<file path="config.mk">
export PLATFORM = sky130hd
export DESIGN_NAME = buck_channel_pwm
export DESIGN_NICKNAME = d
export VERILOG_FILES = /design/src/rtl/buck_seq_pkg.sv /design/src/rtl/buck_channel_pwm.sv /design/src/rtl/channel_sequencer.sv
export SDC_FILE = /design/constraint.sdc
export NUM_CORES = 1
export LEC_CHECK = 0
export ABC_CLOCK_PERIOD_IN_PS = 7300
export BUFFER_PORTS_ARGS = -buffer_cell sky130_fd_sc_hd__buf_2
export CAP_MARGIN = 0
export CELL_PAD_IN_SITES_DETAIL_PLACEMENT = 0
export CELL_PAD_IN_SITES_GLOBAL_PLACEMENT = 1
export CORE_ASPECT_RATIO = 1.2
export CORE_MARGIN = 4
export CORE_UTILIZATION = 31
export DETAILED_ROUTE_END_ITERATION = 7
export PLACE_DENSITY_LB_ADDON = 0.1
export REMOVE_ABC_BUFFERS = 1
export SLEW_MARGIN = 20
export SYNTH_ARGS = -nofsm -noshare
export SYNTH_HDL_FRONTEND = slang
export SYNTH_HIERARCHICAL = 1
export SYNTH_SLANG_ARGS = --single-unit
</file>
<file path="constraint.sdc">
create_clock -name clk -period 7.3 [get_ports clk]
set_clock_uncertainty 0.05 [all_clocks]
set_input_delay 1.46 -clock clk [delete_from_list [all_inputs] [get_ports clk]]
set_output_delay 1.46 -clock clk [all_outputs]
set_load 0.01 [all_outputs]
</file>
<file path="src/rtl/buck_seq_pkg.sv">
// Constants, types and helpers for the four-channel buck sequencer and PWM.
// Assumes a 50 MHz system clock and that measurements arrive on that clock.
// Behaviour
// - Over-current turns that channel's gate drives off.
// - After over-current, wait 200 ms, then soft-start.
// - Over-current also restarts channels marked as followers.
// - Over-current sets the channel's sticky fault flag.
// - Start delay of rise[15:10] quarter-milliseconds before pulses.
// - Start ramp: 50 mV step per rise[9:0] us.
// - Stop delay of fall[15:10] quarter-milliseconds before ramping.
// - Stop ramp: 50 mV step per fall[9:0] us.
// - Output compared with upper, lower 20 mV bounds.
// - Power good high while output lies inside window.
// - Power-good delay counts only after soft-start completes.
// - Pre-charged output gets no power good before soft-start.
// - Oscillator 48 MHz, less 3.2 MHz per code.
// - Period 16 times divider plus one; zero unsupported.
// - High-side pulses never shorter than 40 ns.
// - Reserve 16 oscillator ticks low-side each period.
// - Clamp duty at the programmed channel duty cap, or at minimum on time if the cap lies below it.
// - Trip when sensed current exceeds limit bits [5:0].
package buck_seq_pkg;

  localparam int CLK_MHZ       = 50;
  localparam int CLK_PERIOD_NS = 20;
  localparam int NS_PER_US     = 1000;
  localparam int CYC_PER_US    = NS_PER_US / CLK_PERIOD_NS;
  localparam int QUARTER_US    = 250;
  localparam int OC_TIMEOUT_MS = 200;
  localparam int OC_WAIT_Q     = OC_TIMEOUT_MS * 1000 / QUARTER_US;

  localparam int DLY_MSB   = 15;
  localparam int DLY_LSB   = 10;
  localparam int HOLD_MSB  = 9;
  localparam int HOLD_LSB  = 0;
  localparam int OSC_MSB   = 6;
  localparam int OSC_LSB   = 4;
  localparam int DIV_MSB   = 2;
  localparam int DIV_LSB   = 0;
  localparam int LIMIT_MSB = 5;
  localparam int LIMIT_LSB = 0;

  // Oscillator rates in units of 0.1 MHz
  localparam int OSC_BASE_DMHZ = 480;
  localparam int OSC_STEP_DMHZ = 32;
  localparam int CLK_DMHZ      = CLK_MHZ * 10;
  localparam int PERIOD_UNIT   = 16;
  localparam int SAMPLE_TICKS  = 16;
  localparam int MIN_ON_NS     = 40;

  localparam logic [7:0] REF_RESET = 8'h00;

  typedef enum logic [2:0] {
    SEQ_OFF     = 3'b000,
    SEQ_SS_DLY  = 3'b001,
    SEQ_RAMP_UP = 3'b010,
    SEQ_ON      = 3'b011,
    SEQ_SD_DLY  = 3'b100,
    SEQ_RAMP_DN = 3'b101,
    SEQ_OC_WAIT = 3'b110
  } seq_t;

  // Least whole oscillator ticks covering the minimum on time
  function automatic logic [7:0] min_on_ticks(input logic [2:0] code);
    int f;
    f = OSC_BASE_DMHZ - OSC_STEP_DMHZ * int'(code);
    return 8'((MIN_ON_NS * f + NS_PER_US * 10 - 1) / (NS_PER_US * 10));
  endfunction

endpackage

</file>
<file path="src/rtl/buck_channel_pwm.sv">
// Four-channel buck timing: time base, oscillator model, PWM, fault and good.
// Assumes configuration and measurements are stable on clk; host logic holds
// the register contents and pulses overcurrent_clear to clear fault flags.
`timescale 1ns/100ps
module buck_channel_pwm
  import buck_seq_pkg::*;
#(
  parameter int CYC_US  = CYC_PER_US,
  parameter int OC_WAIT = OC_WAIT_Q
)(
  input  wire logic            clk,
  input  wire logic            rst_b,
  input  wire logic [3:0]      channel_enable,
  input  wire logic [3:0][15:0] channel_rise_profile,
  input  wire logic [3:0][15:0] channel_fall_profile,
  input  wire logic [7:0]      switching_clock_select,
  input  wire logic [3:0][7:0] good_window_upper,
  input  wire logic [3:0][7:0] good_window_lower,
  input  wire logic [3:0][7:0] good_assert_delay,
  input  wire logic [3:0][7:0] channel_duty_cap,
  input  wire logic [7:0]      follower_map_low,
  input  wire logic [7:0]      follower_map_high,
  input  wire logic [3:0][7:0] current_limit_setting,
  input  wire logic [3:0][7:0] vout_target,
  input  wire logic [3:0][7:0] discharge_level,
  input  wire logic [3:0][7:0] duty_demand,
  input  wire logic [3:0][7:0] vout_sense,
  input  wire logic [3:0][7:0] current_sense,
  input  wire logic [3:0]      overcurrent_clear,
  output logic      [3:0]      gate_high,
  output logic      [3:0]      gate_low,
  output logic      [3:0]      power_good,
  output logic      [3:0]      overcurrent_status,
  output logic      [3:0][7:0] channel_ref
);

  typedef struct packed {
    logic [15:0]     us_cnt;
    logic [7:0]      q_cnt;
    logic            us_tick;
    logic            q_tick;
    logic [9:0]      acc;
    logic            tick;
    logic [7:0]      cnt;
    logic [3:0]      gh;
    logic [3:0]      gl;
    logic [3:0]      pg;
    logic [3:0]      ocf;
    logic [3:0][7:0] pgd;
  } pwm_state_t;

  pwm_state_t s;
  pwm_state_t next_s;

  logic [2:0]       osc_code;
  logic [2:0]       div_code;
  logic [9:0]       osc_inc;
  logic [10:0]      acc_sum;
  logic [7:0]       period;
  logic [7:0]       max_on;
  logic [7:0]       min_on;
  logic [15:0]      follow;
  logic [3:0]       run;
  logic [3:0]       ss_done;
  logic [3:0]       oc_event;
  logic [3:0]       trip;
  logic [3:0]       inwin;
  logic [3:0][15:0] dem_prod;
  logic [3:0][15:0] cap_prod;
  logic [3:0][7:0]  cap_on;
  logic [3:0][7:0]  on_ticks;

  assign osc_code = switching_clock_select[OSC_MSB:OSC_LSB];
  assign div_code = switching_clock_select[DIV_MSB:DIV_LSB];

  // Oscillator rate as a fractional tick enable on clk
  assign osc_inc = 10'(OSC_BASE_DMHZ - OSC_STEP_DMHZ * int'(osc_code));
  assign acc_sum = {1'b0, s.acc} + {1'b0, osc_inc};

  assign period = 8'(PERIOD_UNIT * (int'(div_code) + 1));
  assign max_on = period - 8'(SAMPLE_TICKS);
  assign min_on = min_on_ticks(osc_code);

  assign follow = {follower_map_high, follower_map_low};

  // Demand and cap are fractions of 256 of the period
  function automatic logic [7:0] clamp_on(
    input logic [7:0] raw,
    input logic [7:0] cap,
    input logic [7:0] top,
    input logic [7:0] least
  );
    logic [7:0] v;
    v = raw;
    if (v > cap)
      v = cap;
    if (v > top)
      v = top;
    if (v != 8'h00 && v < least)
      v = least;
    return v;
  endfunction

  // Each channel runs its own sequencer with private counters
  for (genvar g = 0; g < 4; g++)
  begin : g_ch
    assign oc_event[g] = run[g] &&
      (current_sense[g] > {2'b00, current_limit_setting[g][LIMIT_MSB:LIMIT_LSB]});
    assign trip[g] = oc_event[g] ||
      |(oc_event & {follow[12 + g], follow[8 + g], follow[4 + g], follow[g]});
    assign inwin[g] = vout_sense[g] >= good_window_lower[g] &&
      vout_sense[g] <= good_window_upper[g];
    assign dem_prod[g] = 16'(duty_demand[g]) * 16'(period);
    assign cap_prod[g] = 16'(channel_duty_cap[g]) * 16'(period);
    assign cap_on[g]   = cap_prod[g][15:8];
    assign on_ticks[g] = clamp_on(dem_prod[g][15:8], cap_on[g], max_on, min_on);

    channel_sequencer #(
      .OC_WAIT (OC_WAIT)
    ) channel_sequencer_inst (
      .clk       (clk),
      .rst_b     (rst_b),
      .enable    (channel_enable[g]),
      .trip      (trip[g]),
      .us_tick   (s.us_tick),
      .q_tick    (s.q_tick),
      .rise      (channel_rise_profile[g]),
      .fall      (channel_fall_profile[g]),
      .target    (vout_target[g]),
      .discharge (discharge_level[g]),
      .ref_level (channel_ref[g]),
      .run       (run[g]),
      .ss_done   (ss_done[g])
    );
  end

  always_comb
  begin
    next_s = s;
    next_s.us_tick = 1'b0;
    next_s.q_tick  = 1'b0;
    if (s.us_cnt == 16'(CYC_US - 1))
    begin
      next_s.us_cnt  = '0;
      next_s.us_tick = 1'b1;
      if (s.q_cnt == 8'(QUARTER_US - 1))
      begin
        next_s.q_cnt  = '0;
        next_s.q_tick = 1'b1;
      end
      else
        next_s.q_cnt = s.q_cnt + 8'd1;
    end
    else
      next_s.us_cnt = s.us_cnt + 16'd1;

    if (acc_sum >= 11'(CLK_DMHZ))
    begin
      next_s.acc  = 10'(acc_sum - 11'(CLK_DMHZ));
      next_s.tick = 1'b1;
    end
    else
    begin
      next_s.acc  = acc_sum[9:0];
      next_s.tick = 1'b0;
    end

    // A shortened period after a select change wraps at once
    if (s.tick)
    begin
      if (s.cnt >= period - 8'd1)
        next_s.cnt = '0;
      else
        next_s.cnt = s.cnt + 8'd1;
    end

    for (int c = 0; c < 4; c++)
    begin
      // Trip gates the drive in the same cycle, ahead of the sequencer
      next_s.gh[c] = run[c] && !trip[c] && div_code != 3'b000 &&
        s.cnt < on_ticks[c];
      next_s.gl[c] = run[c] && !trip[c] && div_code != 3'b000 &&
        !(s.cnt < on_ticks[c]);
      // Set wins over a clear in the same cycle
      next_s.ocf[c] = (s.ocf[c] && !overcurrent_clear[c]) || oc_event[c];
      if (!ss_done[c] || !inwin[c])
      begin
        next_s.pgd[c] = '0;
        next_s.pg[c]  = 1'b0;
      end
      else if (s.pgd[c] == good_assert_delay[c])
        next_s.pg[c] = 1'b1;
      else if (s.q_tick)
        next_s.pgd[c] = s.pgd[c] + 8'd1;
    end
  end

  always_ff @(posedge clk or negedge rst_b)
  begin
    if (!rst_b)
      s <= '0;
    else
      s <= next_s;
  end

  assign gate_high          = s.gh;
  assign gate_low           = s.gl;
  assign power_good         = s.pg;
  assign overcurrent_status = s.ocf;

  chk_trip_gate_off: assert property (@(posedge clk) disable iff (!rst_b)
    trip != 4'h0 |=> (gate_high & $past(trip)) == 4'h0) else $error("drive on after trip");
  chk_fault_flag: assert property (@(posedge clk) disable iff (!rst_b)
    oc_event != 4'h0 |=> (overcurrent_status & $past(oc_event)) == $past(oc_event))
    else $error("fault flag not set");
  chk_follow_trip: assert property (@(posedge clk) disable iff (!rst_b)
    oc_event[0] && follower_map_low[1] |=> !gate_high[1]) else $error("follower kept driving");
  chk_limit_compare: assert property (@(posedge clk) disable iff (!rst_b)
    run[0] && current_sense[0] > {2'b00, current_limit_setting[0][LIMIT_MSB:LIMIT_LSB]}
    |=> overcurrent_status[0] && !gate_high[0]) else $error("limit not enforced");
  chk_min_pulse: assert property (@(posedge clk) disable iff (!rst_b)
    $rose(gate_high[0]) |=> gate_high[0] || $past(trip[0]) || !$past(run[0]))
    else $error("high-side pulse too short");
  chk_low_reserve: assert property (@(posedge clk) disable iff (!rst_b)
    gate_high[0] |-> $past(s.cnt) < $past(period) - 8'(SAMPLE_TICKS))
    else $error("sampling interval violated");
  chk_duty_clamp: assert property (@(posedge clk) disable iff (!rst_b)
    gate_high[1] && $past(cap_on[1]) >= $past(min_on) |-> $past(s.cnt) < $past(cap_on[1]))
    else $error("duty cap exceeded");
  chk_div_off: assert property (@(posedge clk) disable iff (!rst_b)
    div_code == 3'b000 |=> gate_high == 4'h0 && gate_low == 4'h0)
    else $error("switching with divider zero");
  chk_good_window: assert property (@(posedge clk) disable iff (!rst_b)
    power_good[0] |-> $past(inwin[0])) else $error("good outside window");
  chk_good_after_ss: assert property (@(posedge clk) disable iff (!rst_b)
    power_good[0] |-> $past(ss_done[0]) && $past(s.pgd[0]) == $past(good_assert_delay[0]))
    else $error("good before soft-start and delay");

  cov_good_high: cover property (@(posedge clk) disable iff (!rst_b) $rose(power_good[0]));
  cov_fault_set: cover property (@(posedge clk) disable iff (!rst_b)
    $rose(overcurrent_status[0]));
  cov_follow: cover property (@(posedge clk) disable iff (!rst_b)
    oc_event[0] && trip[1] && !oc_event[1]);

endmodule

</file>
<file path="src/rtl/channel_sequencer.sv">
// One channel's soft-start, soft-stop and over-current restart sequencer.
// Assumes one-cycle microsecond and quarter-millisecond ticks from the top.
`timescale 1ns/100ps
module channel_sequencer
  import buck_seq_pkg::*;
#(
  parameter int OC_WAIT = OC_WAIT_Q
)(
  input  wire logic        clk,
  input  wire logic        rst_b,
  input  wire logic        enable,
  input  wire logic        trip,
  input  wire logic        us_tick,
  input  wire logic        q_tick,
  input  wire logic [15:0] rise,
  input  wire logic [15:0] fall,
  input  wire logic [7:0]  target,
  input  wire logic [7:0]  discharge,
  output logic      [7:0]  ref_level,
  output logic             run,
  output logic             ss_done
);

  typedef struct packed {
    seq_t       st;
    logic [9:0] dly;
    logic [9:0] step;
    logic [7:0] ref_v;
    logic       run;
    logic       done;
  } seq_state_t;

  seq_state_t s;
  seq_state_t next_s;

  always_comb
  begin
    next_s = s;
    unique case (s.st)
      SEQ_OFF:
      begin
        next_s.run   = 1'b0;
        next_s.done  = 1'b0;
        next_s.ref_v = REF_RESET;
        if (enable)
        begin
          next_s.st  = SEQ_SS_DLY;
          next_s.dly = '0;
        end
      end
      SEQ_SS_DLY:
      begin
        if (10'(rise[DLY_MSB:DLY_LSB]) == s.dly)
        begin
          next_s.st   = SEQ_RAMP_UP;
          next_s.step = '0;
          next_s.run  = 1'b1;
        end
        else if (q_tick)
          next_s.dly = s.dly + 10'd1;
      end
      SEQ_RAMP_UP:
      begin
        if (!enable)
        begin
          next_s.st  = SEQ_SD_DLY;
          next_s.dly = '0;
        end
        else if (s.ref_v >= target)
        begin
          next_s.st   = SEQ_ON;
          next_s.done = 1'b1;
        end
        else if (us_tick)
        begin
          if ({1'b0, s.step} + 11'd1 >= {1'b0, rise[HOLD_MSB:HOLD_LSB]})
          begin
            next_s.ref_v = s.ref_v + 8'd1;
            next_s.step  = '0;
          end
          else
            next_s.step = s.step + 10'd1;
        end
      end
      SEQ_ON:
      begin
        if (!enable)
        begin
          next_s.st   = SEQ_SD_DLY;
          next_s.dly  = '0;
          next_s.done = 1'b0;
        end
      end
      SEQ_SD_DLY:
      begin
        if (10'(fall[DLY_MSB:DLY_LSB]) == s.dly)
        begin
          next_s.st   = SEQ_RAMP_DN;
          next_s.step = '0;
        end
        else if (q_tick)
          next_s.dly = s.dly + 10'd1;
      end
      SEQ_RAMP_DN:
      begin
        if (s.ref_v <= discharge)
        begin
          next_s.st    = SEQ_OFF;
          next_s.run   = 1'b0;
          next_s.ref_v = REF_RESET;
        end
        else if (us_tick)
        begin
          if ({1'b0, s.step} + 11'd1 >= {1'b0, fall[HOLD_MSB:HOLD_LSB]})
          begin
            next_s.ref_v = s.ref_v - 8'd1;
            next_s.step  = '0;
          end
          else
            next_s.step = s.step + 10'd1;
        end
      end
      SEQ_OC_WAIT:
      begin
        if (q_tick)
        begin
          if (s.dly == 10'(OC_WAIT - 1))
          begin
            next_s.st  = enable ? SEQ_SS_DLY : SEQ_OFF;
            next_s.dly = '0;
          end
          else
            next_s.dly = s.dly + 10'd1;
        end
      end
      default:
      begin
        next_s.st  = SEQ_OFF;
        next_s.run = 1'b0;
      end
    endcase
    // An idle channel ignores a follower trip; nothing to restart
    if (trip && s.st != SEQ_OFF && s.st != SEQ_OC_WAIT)
    begin
      next_s.st    = SEQ_OC_WAIT;
      next_s.run   = 1'b0;
      next_s.done  = 1'b0;
      next_s.dly   = '0;
      next_s.ref_v = REF_RESET;
    end
  end

  always_ff @(posedge clk or negedge rst_b)
  begin
    if (!rst_b)
      s <= '{st: SEQ_OFF, dly: '0, step: '0, ref_v: REF_RESET, run: 1'b0, done: 1'b0};
    else
      s <= next_s;
  end

  assign ref_level = s.ref_v;
  assign run       = s.run;
  assign ss_done   = s.done;

  chk_wait_quiet: assert property (@(posedge clk) disable iff (!rst_b)
    s.st == SEQ_OC_WAIT |-> !s.run) else $error("pulses allowed during fault wait");
  chk_wait_restart: assert property (@(posedge clk) disable iff (!rst_b)
    s.st == SEQ_OC_WAIT && q_tick && s.dly == 10'(OC_WAIT - 1) && enable && !trip
    |=> s.st == SEQ_SS_DLY) else $error("no restart after fault wait");
  chk_start_delay: assert property (@(posedge clk) disable iff (!rst_b)
    s.st == SEQ_RAMP_UP && $past(s.st) == SEQ_SS_DLY
    |-> $past(s.dly) == 10'($past(rise[DLY_MSB:DLY_LSB]))) else $error("start delay wrong");
  chk_stop_delay: assert property (@(posedge clk) disable iff (!rst_b)
    s.st == SEQ_RAMP_DN && $past(s.st) == SEQ_SD_DLY
    |-> $past(s.dly) == 10'($past(fall[DLY_MSB:DLY_LSB]))) else $error("stop delay wrong");
  chk_rise_step: assert property (@(posedge clk) disable iff (!rst_b)
    s.st == SEQ_RAMP_UP && $past(s.st) == SEQ_RAMP_UP && s.ref_v != $past(s.ref_v)
    |-> s.ref_v == $past(s.ref_v) + 8'd1) else $error("rise step not one unit");
  chk_fall_step: assert property (@(posedge clk) disable iff (!rst_b)
    s.st == SEQ_RAMP_DN && $past(s.st) == SEQ_RAMP_DN && s.ref_v != $past(s.ref_v)
    |-> s.ref_v == $past(s.ref_v) - 8'd1) else $error("fall step not one unit");
  chk_stop_end: assert property (@(posedge clk) disable iff (!rst_b)
    $past(s.st) == SEQ_RAMP_DN && s.st == SEQ_OFF |-> !s.run) else $error("pulses after stop");
  cov_stop_done: cover property (@(posedge clk) disable iff (!rst_b)
    $past(s.st) == SEQ_RAMP_DN && s.st == SEQ_OFF);

endmodule

</file>
# Word-level counts from Yosys, hierarchy flattened
# Index checks and enable logic that the tools add are counted.
# op_classes
addsub,35
reduce_logical,145
multipliers,9
n_mux,198
n_eq_ne,154
magnitude_cmp,46
shift,0
n_bitwise,4
div,1
# ops
cell,n
2-to-1 mux 10 bit,44
2-to-1 mux 8 bit,38
2-to-1 mux 18 bit,16
one-hot mux 10 bit (6 select lines),4
2-to-1 mux 13 bit,16
one-hot mux 10 bit (4 select lines),4
multiplier 8 x 4 -> 12 bit,8
one-hot mux 8 bit (3 select lines),4
>= comparator 11 x 10 -> 1 bit,8
one-hot mux 3 bit (7 select lines),4
"adder 10 x 1 -> 10 bit, second input constant",8
"adder 8 x 1 -> 8 bit, second input constant",10
== test 6 x 10 -> 1 bit,8
>= comparator 8 bit,9
2-to-1 mux 3 bit,24
"inequality test 3 x 1 -> 1 bit, second input constant",24
"inequality test 3 x 2 -> 1 bit, second input constant",24
greater-than comparator 8 bit,8
<= comparator 8 bit,8
< comparator 8 bit,8
AND reduction 8 bit,8
AND reduction 7 bit,8
"inequality test 2 bit, second input constant",24
"inequality test 3 bit, second input constant",16
43 further kinds,259
# word_totals
ram_bits,0
reg_bits,225
inputBits,482
elab_cells,634
mem_bits_ro,0
latch_bits,0
mem_count,0

# Longest topological paths before layout
# Gate-level depths: netlist (run 1).
# logic_depth
depth_word,12
depth_mapped,48
ltp_nobuf,44

# By module
# The synthesis (run 1) kept the hierarchy.
# by_module_without_submodules
mod,seq_area_each_um2,n_inst,cells_per_inst,area_per_inst_um2
buck_channel_pwm,2277.2,1,2162,17631.9
channel_sequencer at g_ch[0].channel_sequencer_inst ...,825.8,3,431,3474.6
channel_sequencer at g_ch[3].channel_sequencer_inst,825.8,1,443,3533.4

# Worst setup path before layout (run 1)
# Ideal clock, no wire load.
# synth_timing
kind,in2reg
start,input switching_clock_select[0]
end,"register s, in the netlist gate_low[0]"
t_arrival_ns,10.625
cell_stages,42
slack_ns,-3.494
path_buffers,5
setup_ns,0.119
cell_sequence,buf_6 clkinv_1 clkbuf_1 ha_1 buf_2 clkbuf_1 nand2_1 fa_1 fa_1 inv_1 ha_1 and4_1 a311o_1 a2111oi_2 o31ai_1 a21oi_1 xor2_1 ha_1 [6 not listed] ha_1 nand2_1 o21ai_0 o31a_1 clkbuf_1 nor2_1 ha_1 inv_1 o211a_1 nand4b_1 nor4_1 mux2i_1 ha_1 a21o_1 a21o_1 a21oi_1 o21ai_0 o21ba_1
# synth_lines
element,line_no,source
start: declaration,buck_channel_pwm.sv:16,"input wire logic [7:0] switching_clock_select,"
end signal: assignment,buck_channel_pwm.sv:203,s <= next_s;
end: declaration,buck_channel_pwm.sv:52,pwm_state_t s;

==> results of run 1 <==
-- sequential cells by signal, summed over array words and instances, names as in the netlist --
signal / count
g_ch.channel_sequencer_inst/ss_done: 4
power_good: 4
g_ch.channel_sequencer_inst/ref_level: 32
gate_low: 4
g_ch.channel_sequencer_inst/s: 92
overcurrent_status: 4
g_ch.channel_sequencer_inst/run: 4
gate_high: 4
s: 75
-- power by group through the flow --
stage | combinational, mW | clock, mW | sequential, mW
after floorplan | 4.20 | 0 | 1.73
after global placement | 6.72 | 0 | 1.88
after detailed placement | 6.71 | 0 | 1.88
after CTS | 7.51 | 1.62 | 1.86
after global routing | 8.86 | 1.65 | 1.91
final | 7.94 | 1.55 | 1.86
-- how the worst max path moves through the flow --
| stage | from | depth (start not counted) | end | slack [ps] |
|---|---|---|---|---|
| after floorplan | switching_clock_select[0] | 40 | gate_high[3] | -5670 |
| after global placement | switching_clock_select[0] | 45 | gate_high[3] | -3060 |
| after detailed placement | switching_clock_select[0] | 44 | gate_high[3] | -3230 |
| after CTS | switching_clock_select[1] | 47 | gate_high[3] | -1940 |
| after global routing | switching_clock_select[1] | 44 | gate_high[3] | -2280 |
| final | switching_clock_select[1] | 47 | gate_high[3] | -1910 |
-- cell usage after synthesis (all sizes together) (11+ instances only) --
cell    instances
o21ai         225
nor4           27
nand2         290
mux2i          48
inv           475
nor2b         110
o211ai         18
ha            472
o31a           16
nand4          44
clkbuf         72
fa             91
nand2b         53
a211o          11
xor2          117
a221oi         12
nor2          228
mux2           26
nor3           69
and2          154
a21o           75
a22oi          11
and3           54
xnor2         116
nand3         127
buf            85
o21bai         18
a211oi         20
or2            18
nor3b          12
a21oi         203
o22ai          34
a31o           30
dfrtp         223
o21a           29
o31ai          41
and4           17
a31oi          30
or3            18
a22o           14
-- cell type report --
| class | instances | area (sq um) |
|---|---|---|
| clock inverters | 11 | 109 |
| clock buffers | 43 | 891 |
| well taps | 1365 | 1710 |
| flip-flops and latches | 223 | 5580 |
| repair buffers | 1036 | 6920 |
| inverters | 477 | 1800 |
| multi-input cells | 3041 | 24600 |
| fillers | 10500 | 59700 |
| diodes | 10 | 25.0 |
-- kinds of logic after synthesis --
family / count (synthesis) / synth area share
DFF: 223 / 0.177
and+or+nand+nor: 1271 / 0.213
adders and majority gates: 563 / 0.245
xor gates and xnor gates: 233 / 0.0646
AOI/OAI and AO/OA: 900 / 0.190
muxes: 74 / 0.0248
buffers and inverters: 634 / 0.0864
-- worst max-delay path: cells and delay by family --
family	cells	cell delay [ps]
AOI/OAI and AO/OA	16	2500
buffers and inverters	8	960
adders and majority gates	8	2400
muxes	1	210
and+or+nand+nor	13	1950
xor gates and xnor gates	1	170
-- stage by stage --
step	setup TNS (ps)	util	worst slack, ps
floorplan	-42250	-	-5670
global placement	-22530	0.375	-3060
detailed placement	-23570	0.375	-3230
CTS	-12970	0.403	-1940
global route	-15950	0.411	-2280
finish	-13310	0.411	-1910
-- per-layer routing --
metal	vias to the layer above	track usage	part of all wire
met5	-	0	0.00025
met4	4	0.0514	0.028
met3	144	0.0280	0.043
met2	555	0.340	0.49
met1	14400	0.249	0.44
li1	15400	-	-
-- what timing repair did --
action,4_1_cts,5_1_grt
gates resized for setup,235,102
setup buffers,71,46
endpoints found under the setup margin,8,8
pin swaps,155,91
hold buffers,0,0
cloned,5,0
==> results.txt, run 1 <==
----------------------------------------------------
[GRT]
  GR Overflow Total ... 0
  Antenna violations before repair ... 21
  Wire length of the first global-routing pass ... 167000 microns
  Total GRT Usage ... 0.194
  Number of global-route vias before repair ... approximately 31000
  Maximum number of pins on one net before global-route repair ... about 130

[Routing]
  Vias after detailed routing ... just over 30000
  Routed wire length ... between 100000 and 150000 microns
  Drt first-iter violations ... about 1400
  Antenna-violating nets left ... 0
  Per-cell routed wire length ... ~17 microns
  Length of the first detailed-routing pass in iterations ... 7
  Post-route DRC violation count ... 0
  Post-DR vias/cell ... 4.91

[Power and ir drop]
  Total internal power ... 6.27 mW
  Worst IR drop on VDD ... between 0.00015 and 0.0002 V
  Comb power frac ... 0.700
  Leakage power of the design ... 21.5 nW
  Switching power as a share of total power ... 0.447
  Clock share of power ... 0.136
  Switching power total ... 5.08 mW
  Pwr Density ... 272 nW/um^2
  Flop pwr share ... 0.164
  Sum of internal, switching and leakage power ... between 10 and 15 mW

[Logic synthesis]
  Fraction of the yosys area taken by sequential cells ... 0.177
  Post-synthesis instance area ... ~32000 sq um
  Number of distinct standard cells referenced by the synthesized netlist ... about 120
  Primary FF master, synth ... dfrtp_1
  Post-synthesis cell count ... ~3900
  Proportion of netlist area held by the largest area contributor ... 0.187
  Share of synthesized registers carrying an async set or reset ... 1.00
  Synth Area per Inst ... approximately 8.1 sq um
  Top cells by area in the synthesized netlist ... ha_1 (19%), dfrtp_1 (18%), fa_1 (5.8%)
  Number of synthesized flops with an enable pin ... 0
  Biggest area consumer among synthesized cells ... ha_1
  Synthesis Warnings ... 6
  Number of flip-flops and latches in the synthesized netlist ... around 220

[Setup path]
  Setup crit end kind ... flop
  Critical Path Fanout Max ... 5
  Critical path type ... in2reg
  Data required time of the worst path ... between 7000 and 8000 ps
  Startpoint of the lowest-slack register-to-register path ... g_ch[1].channel_sequencer_inst/s[10]
  Worst path slowest cell ... fa_1
  Worst path arrival time ... ~9700 ps
  R2r endpoint ... g_ch[1].channel_sequencer_inst/s[10]
  Worst R2R Setup Slack ... about 3300 ps
  Worst R2R Path Depth ... 13
  Largest stage delay on the critical path ... approximately 520 ps
  Element type at the critical path start ... input port

[Place]
  HPWL reported at the end of detailed placement ... 84400 microns
  Count of buffers from port buffering ... between 500 and 600
  Post-placement cell count ... 6023
  Area after detailed placement ... around 38000 sq um
  Final weighted congestion in routability-driven placement ... ~0.84

[Die]
  Floorplan row count ... ~130
  DIE AREA ... around 110000 sq um
  Starting density of the core ... 0.312
  Die width ... roughly 300 microns
  Number of primary I/O pins ... 530
  Overall die height ... 358 microns
  Core area ... 101000 sq um

[Run status]
  Failing checks ... negative setup slack
  Run status ... complete, but fails checks

[STA]
  Max-slew violations ... 0
  Slew of the pin with the lowest slew margin ... 1050 ps
  Worst-case hold slack ... 426 ps
  Upper clock frequency limit ... roughly 110 MHz
  Final Hold Vio Count ... 0
  Ratio of final minimum period to clock period ... 1.26
  Worst setup slack after layout ... -1910 ps
  RSZ-0062 raised after global routing ... yes
  Final setup vio count ... 8
  Remaining max-slew budget at the tightest pin ... 0.301
  Clock period minus worst slack ... roughly 9000 ps

[Clock network]
  CTS tree ... yes
  CTS Sinks ... 223
  Clock transition at the registers of the reported paths ... 60 ps
  CTS Buf Count ... 31
  Number of H-tree levels ... 1
  Clock tree root buffer cell ... clkbuf_16
  Worst-skew pair later-pin latency ... around 600 ps
  Maximum buffer depth of the clock tree ... 3

[Finish]
  Total Nets Final ... just under 6000
  Share of cells above drive strength 1 ... 0.296
  Leading cell types in the layout, fill and taps excluded ... buf_2 (511), buf_4 (474), inv_1 (450)
  Number of non-filler instances in the completed layout ... between 6000 and 7000
  Commonest non-fill, non-tap cell in the layout ... buf_2
  Area Growth Syn to Fin ... 31.9%
  Post-route cell area ... between 40000 and 50000 sq um

[Min path]
  Launch point of the worst hold path ... s[92]
  Hold path cells ... 1
  Kind of path behind the tightest hold check ... reg2reg
  Worst min-delay path endpoint ... s[92]

[Run]
  Count of max-cap constraint violations ... 0

----------------------------------------------------
Note: power is estimated with default switching activity, not from simulation.
==> inputs of run 2 (changes only) <==
--- a/config.mk
+++ b/config.mk
@@ -5,7 +5,7 @@
 export SDC_FILE = /design/constraint.sdc
 export NUM_CORES = 1
 export LEC_CHECK = 0
-export ABC_CLOCK_PERIOD_IN_PS = 7300
+export ABC_CLOCK_PERIOD_IN_PS = 8400
 export BUFFER_PORTS_ARGS = -buffer_cell sky130_fd_sc_hd__buf_2
 export CAP_MARGIN = 0
 export CELL_PAD_IN_SITES_DETAIL_PLACEMENT = 0
@@ -15,7 +15,6 @@
 export CORE_UTILIZATION = 31
 export DETAILED_ROUTE_END_ITERATION = 7
 export PLACE_DENSITY_LB_ADDON = 0.1
-export REMOVE_ABC_BUFFERS = 1
 export SLEW_MARGIN = 20
 export SYNTH_ARGS = -nofsm -noshare
 export SYNTH_HDL_FRONTEND = slang
==> constraint.sdc (replaced) <==
create_clock -name clk -period 8.4 [get_ports clk]
set_clock_uncertainty 0.05 [all_clocks]
set_input_delay 1.68 -clock clk [delete_from_list [all_inputs] [get_ports clk]]
set_output_delay 1.68 -clock clk [all_outputs]
set_load 0.01 [all_outputs]
==> run 2 against run 1 <==
Against the previous run: the run still ends with negative setup slack left; utilization down 0.18 points; count of clock-buffer cells in the layout down 2; non-clock buffer count down 29; largest cell class unchanged; largest power group unchanged; critical endpoint is now gate_high[1]; cell count down 0.52%; worst hold slack better by 1.0 ps; via count down 1.5%; die area unchanged.
==> results.txt, run 2 (same netlist as run 1, synthesis figures left out) <==
----------------------------------------------------
[Run status]
  Run status ... complete, but fails checks (unchanged)
  Failing checks ... negative setup slack (unchanged)

[Die]
  Core area ... 101000 sq um (unchanged)
  Floorplan row count ... 128 (unchanged)
  Number of primary I/O pins ... 530 (unchanged)
  Overall die height ... 358 microns (unchanged)
  DIE AREA ... 107000 sq um (unchanged)
  Die width ... 299 microns (unchanged)
  Starting density of the core ... 0.312 (unchanged)

[GRT]
  Total GRT Usage ... 0.187 (was 0.194)
  Antenna violations before repair ... 10 (was 21)
  GR Overflow Total ... 0 (unchanged)
  Met2 routing resource usage after global routing ... 0.348 (was 0.340)
  Maximum number of pins on one net before global-route repair ... 121 (was 133)
  Most Used Layer, Global Route ... met2 (unchanged)
  Wire length of the first global-routing pass ... 164000 microns (was 167000 microns)
  Met3 track utilization from global routing ... 0.0226 (was 0.0280)
  Global-route track usage on met1 ... 0.231 (was 0.249)
  Number of global-route vias before repair ... 30500 (was 30700)

[Finish]
  Post-route cell area ... 41500 sq um (was 41700 sq um)
  Most flops, register ... g_ch.channel_sequencer_inst/s (unchanged)
  Number of non-filler instances in the completed layout ... 6174 (was 6206)
  Max FFs per register ... 92 (unchanged)
  Share of the core filled with cells in the final layout ... 0.409 (was 0.411)
  Share of cells above drive strength 1 ... 0.295 (was 0.296)
  Fill cells ... 10500 (about the same)
  Leading cell types in the layout, fill and taps excluded ... buf_2 (511), buf_4 (461), inv_1 (447) (was buf_2 (511), buf_4 (474), inv_1 (450))
  Area Growth Syn to Fin ... 31.3% (was 31.9%)
  Commonest non-fill, non-tap cell in the layout ... buf_2 (unchanged)
  Total Nets Final ... 5825 (was 5855)

[Setup path]
  Worst Setup EP ... gate_high[1] (was gate_high[3])
  Element type at the critical path start ... input port (unchanged)
  Worst path slowest cell ... fa_1 (unchanged)
  Worst R2R Setup Slack ... 4460 ps (was 3300 ps)
  R2r endpoint ... g_ch[0].channel_sequencer_inst/ref_level[2] (was g_ch[1].channel_sequencer_inst/s[10])
  Largest stage delay on the critical path ... 550 ps (was 520 ps)
  Launch point of the critical path ... switching_clock_select[0] (was switching_clock_select[1])
  Critical path type ... in2reg (unchanged)
  Worst R2R Path Depth ... 13 (unchanged)
  Data required time of the worst path ... 8890 ps (was 7760 ps)
  Worst path arrival time ... 9670 ps (was 9660 ps)
  Setup crit end kind ... flop (unchanged)
  Startpoint of the lowest-slack register-to-register path ... g_ch[0].channel_sequencer_inst/s[10] (was g_ch[1].channel_sequencer_inst/s[10])
  Critical Path Fanout Max ... 8 (was 5)

[STA]
  Worst-case hold slack ... 427 ps (was 426 ps)
  Upper clock frequency limit ... between 100 and 150 MHz
  Ratio of final minimum period to clock period ... 1.09
  Slew of the pin with the lowest slew margin ... 1080 ps (was 1050 ps)
  Final setup vio count ... 8 (unchanged)
  Final Hold Vio Count ... 0 (unchanged)
  Clock period minus worst slack ... ~9000 ps
  RSZ-0062 raised after global routing ... yes (unchanged)
  Remaining max-slew budget at the tightest pin ... 0.283 (was 0.301)
  Max-slew violations ... 0 (unchanged)
  Worst setup slack after layout ... -772 ps (was -1910 ps)
  Total negative slack ... -4800 ps (was -13310 ps)

[Power and ir drop]
  Comb power frac ... 0.702 (was 0.700)
  Switching power total ... 4.42 mW (was 5.08 mW)
  Worst IR drop on VDD ... 0.000166 V (was 0.000176 V)
  Leakage power of the design ... 21.4 nW (was 21.5 nW)
  Switching power as a share of total power ... 0.447 (about the same)
  Pwr Density ... 238 nW/um^2 (was 272 nW/um^2)
  Total internal power ... 5.46 mW (was 6.27 mW)
  Clock share of power ... 0.135 (was 0.136)
  Flop pwr share ... 0.163 (was 0.164)

[Routing]
  Per-cell routed wire length ... 16.8 microns (was 17.3 microns)
  Routed wire length ... 104000 microns (was 107000 microns)
  Vias after detailed routing ... 30000 (was 30500)
  Antenna-violating nets left ... 0 (unchanged)
  Post-DR vias/cell ... 4.86 (was 4.91)
  Length of the first detailed-routing pass in iterations ... 5 (was 7)
  Post-route DRC violation count ... 0 (unchanged)
  Drt first-iter violations ... 1186 (was 1360)

[Min path]
  Kind of path behind the tightest hold check ... reg2reg (unchanged)

[Clock network]
  Maximum buffer depth of the clock tree ... 3 (unchanged)
  Worst-skew pair later-pin latency ... 630 ps (was 600 ps)
  CTS tree ... yes (unchanged)
  Clock transition at the registers of the reported paths ... 60 ps (about the same)
  Number of H-tree levels ... 1 (unchanged)
  CTS Buf Count ... 30 (was 31)
  CTS Sinks ... 223 (unchanged)
  Clock tree root buffer cell ... clkbuf_16 (unchanged)
  Hold buffer count at cts ... 0 (unchanged)

[Place]
  Post-placement cell count ... 6006 (was 6023)
  Count of buffers from port buffering ... 515 (unchanged)
  Area after detailed placement ... 38400 sq um (was 38000 sq um)
  Final weighted congestion in routability-driven placement ... 0.815 (was 0.837)
  HPWL reported at the end of detailed placement ... 82800 microns (was 84400 microns)

[Logic synthesis]
  Synth Net Count ... 4943

[Run]
  Count of max-cap constraint violations ... 0 (unchanged)

----------------------------------------------------
## run 2: power by group through the flow
stage          Clock, mW  Sequential [mW]  Combinational [mW]
6_report            1.34             1.61                6.93
5_1_grt             1.44             1.65                7.75
4_1_cts             1.41             1.61                6.67
3_5_place_dp           0             1.63                6.12
3_3_place_gp           0             1.63                6.10
2_1_floorplan          0             1.39                4.21
## run 2: critical path: cells and delay by family
kind / cells / cell delay (ps)
fa+ha+maj: 8 / 2500
compound gates: 11 / 2050
simple gates: 12 / 1960
buf+inv: 8 / 780
mux: 2 / 450
xor+xnor: 1 / 220
## run 2: per-layer routing
metal  wire length [microns]  part of all wire  vias up
li1                        -                 -    15400
met1                   45000              0.43    14100
met2                   53100              0.51      472
met3                    3690             0.036       92
met4                    2080             0.020        6
met5                      41           0.00039        -
## run 2: worst min path at each step
| stage | from | to | slack (ps) | cells after the start |
|---|---|---|---|---|
| floorplan | s[92] | s[92] | 400 | 1 |
| global placement | overcurrent_status[2] | overcurrent_status[2] | 410 | 1 |
| detailed placement | overcurrent_status[2] | overcurrent_status[2] | 410 | 1 |
| CTS | s[92] | s[92] | 430 | 1 |
| global route | s[92] | s[92] | 440 | 1 |
| finish | s[92] | s[92] | 430 | 1 |
## run 2: what timing repair did
| action | CTS | global route |
|---|---|---|
| pin swaps | 115 | 104 |
| cloned | 2 | 2 |
| endpoints found under the setup margin | 8 | 8 |
| buffers inserted | 74 | 34 |
| resized for setup | 149 | 103 |
## run 2: per-stage QoR
step	power [mW]	setup WS, ps
3_3_place_gp	7.73	-1670
2_1_floorplan	5.60	-1440
3_5_place_dp	7.75	-1900
6_report	9.88	-772
4_1_cts	9.69	-856
5_1_grt	10.8	-1250
## run 2: area by class of cell
cell class | instances | area, sq um | share of cell area
Antenna cell | 6 | 15.0 | 0.000362
Clock buffer | 41 | 872 | 0.0210
Clock inverter | 14 | 149 | 0.00359
Inverter | 477 | 1800 | 0.0435
Multi-Input combinational cell | 3041 | 24800 | 0.597
Sequential cell | 223 | 5580 | 0.135
Tap cell | 1365 | 1710 | 0.0412
Timing Repair Buffer | 1007 | 6590 | 0.159
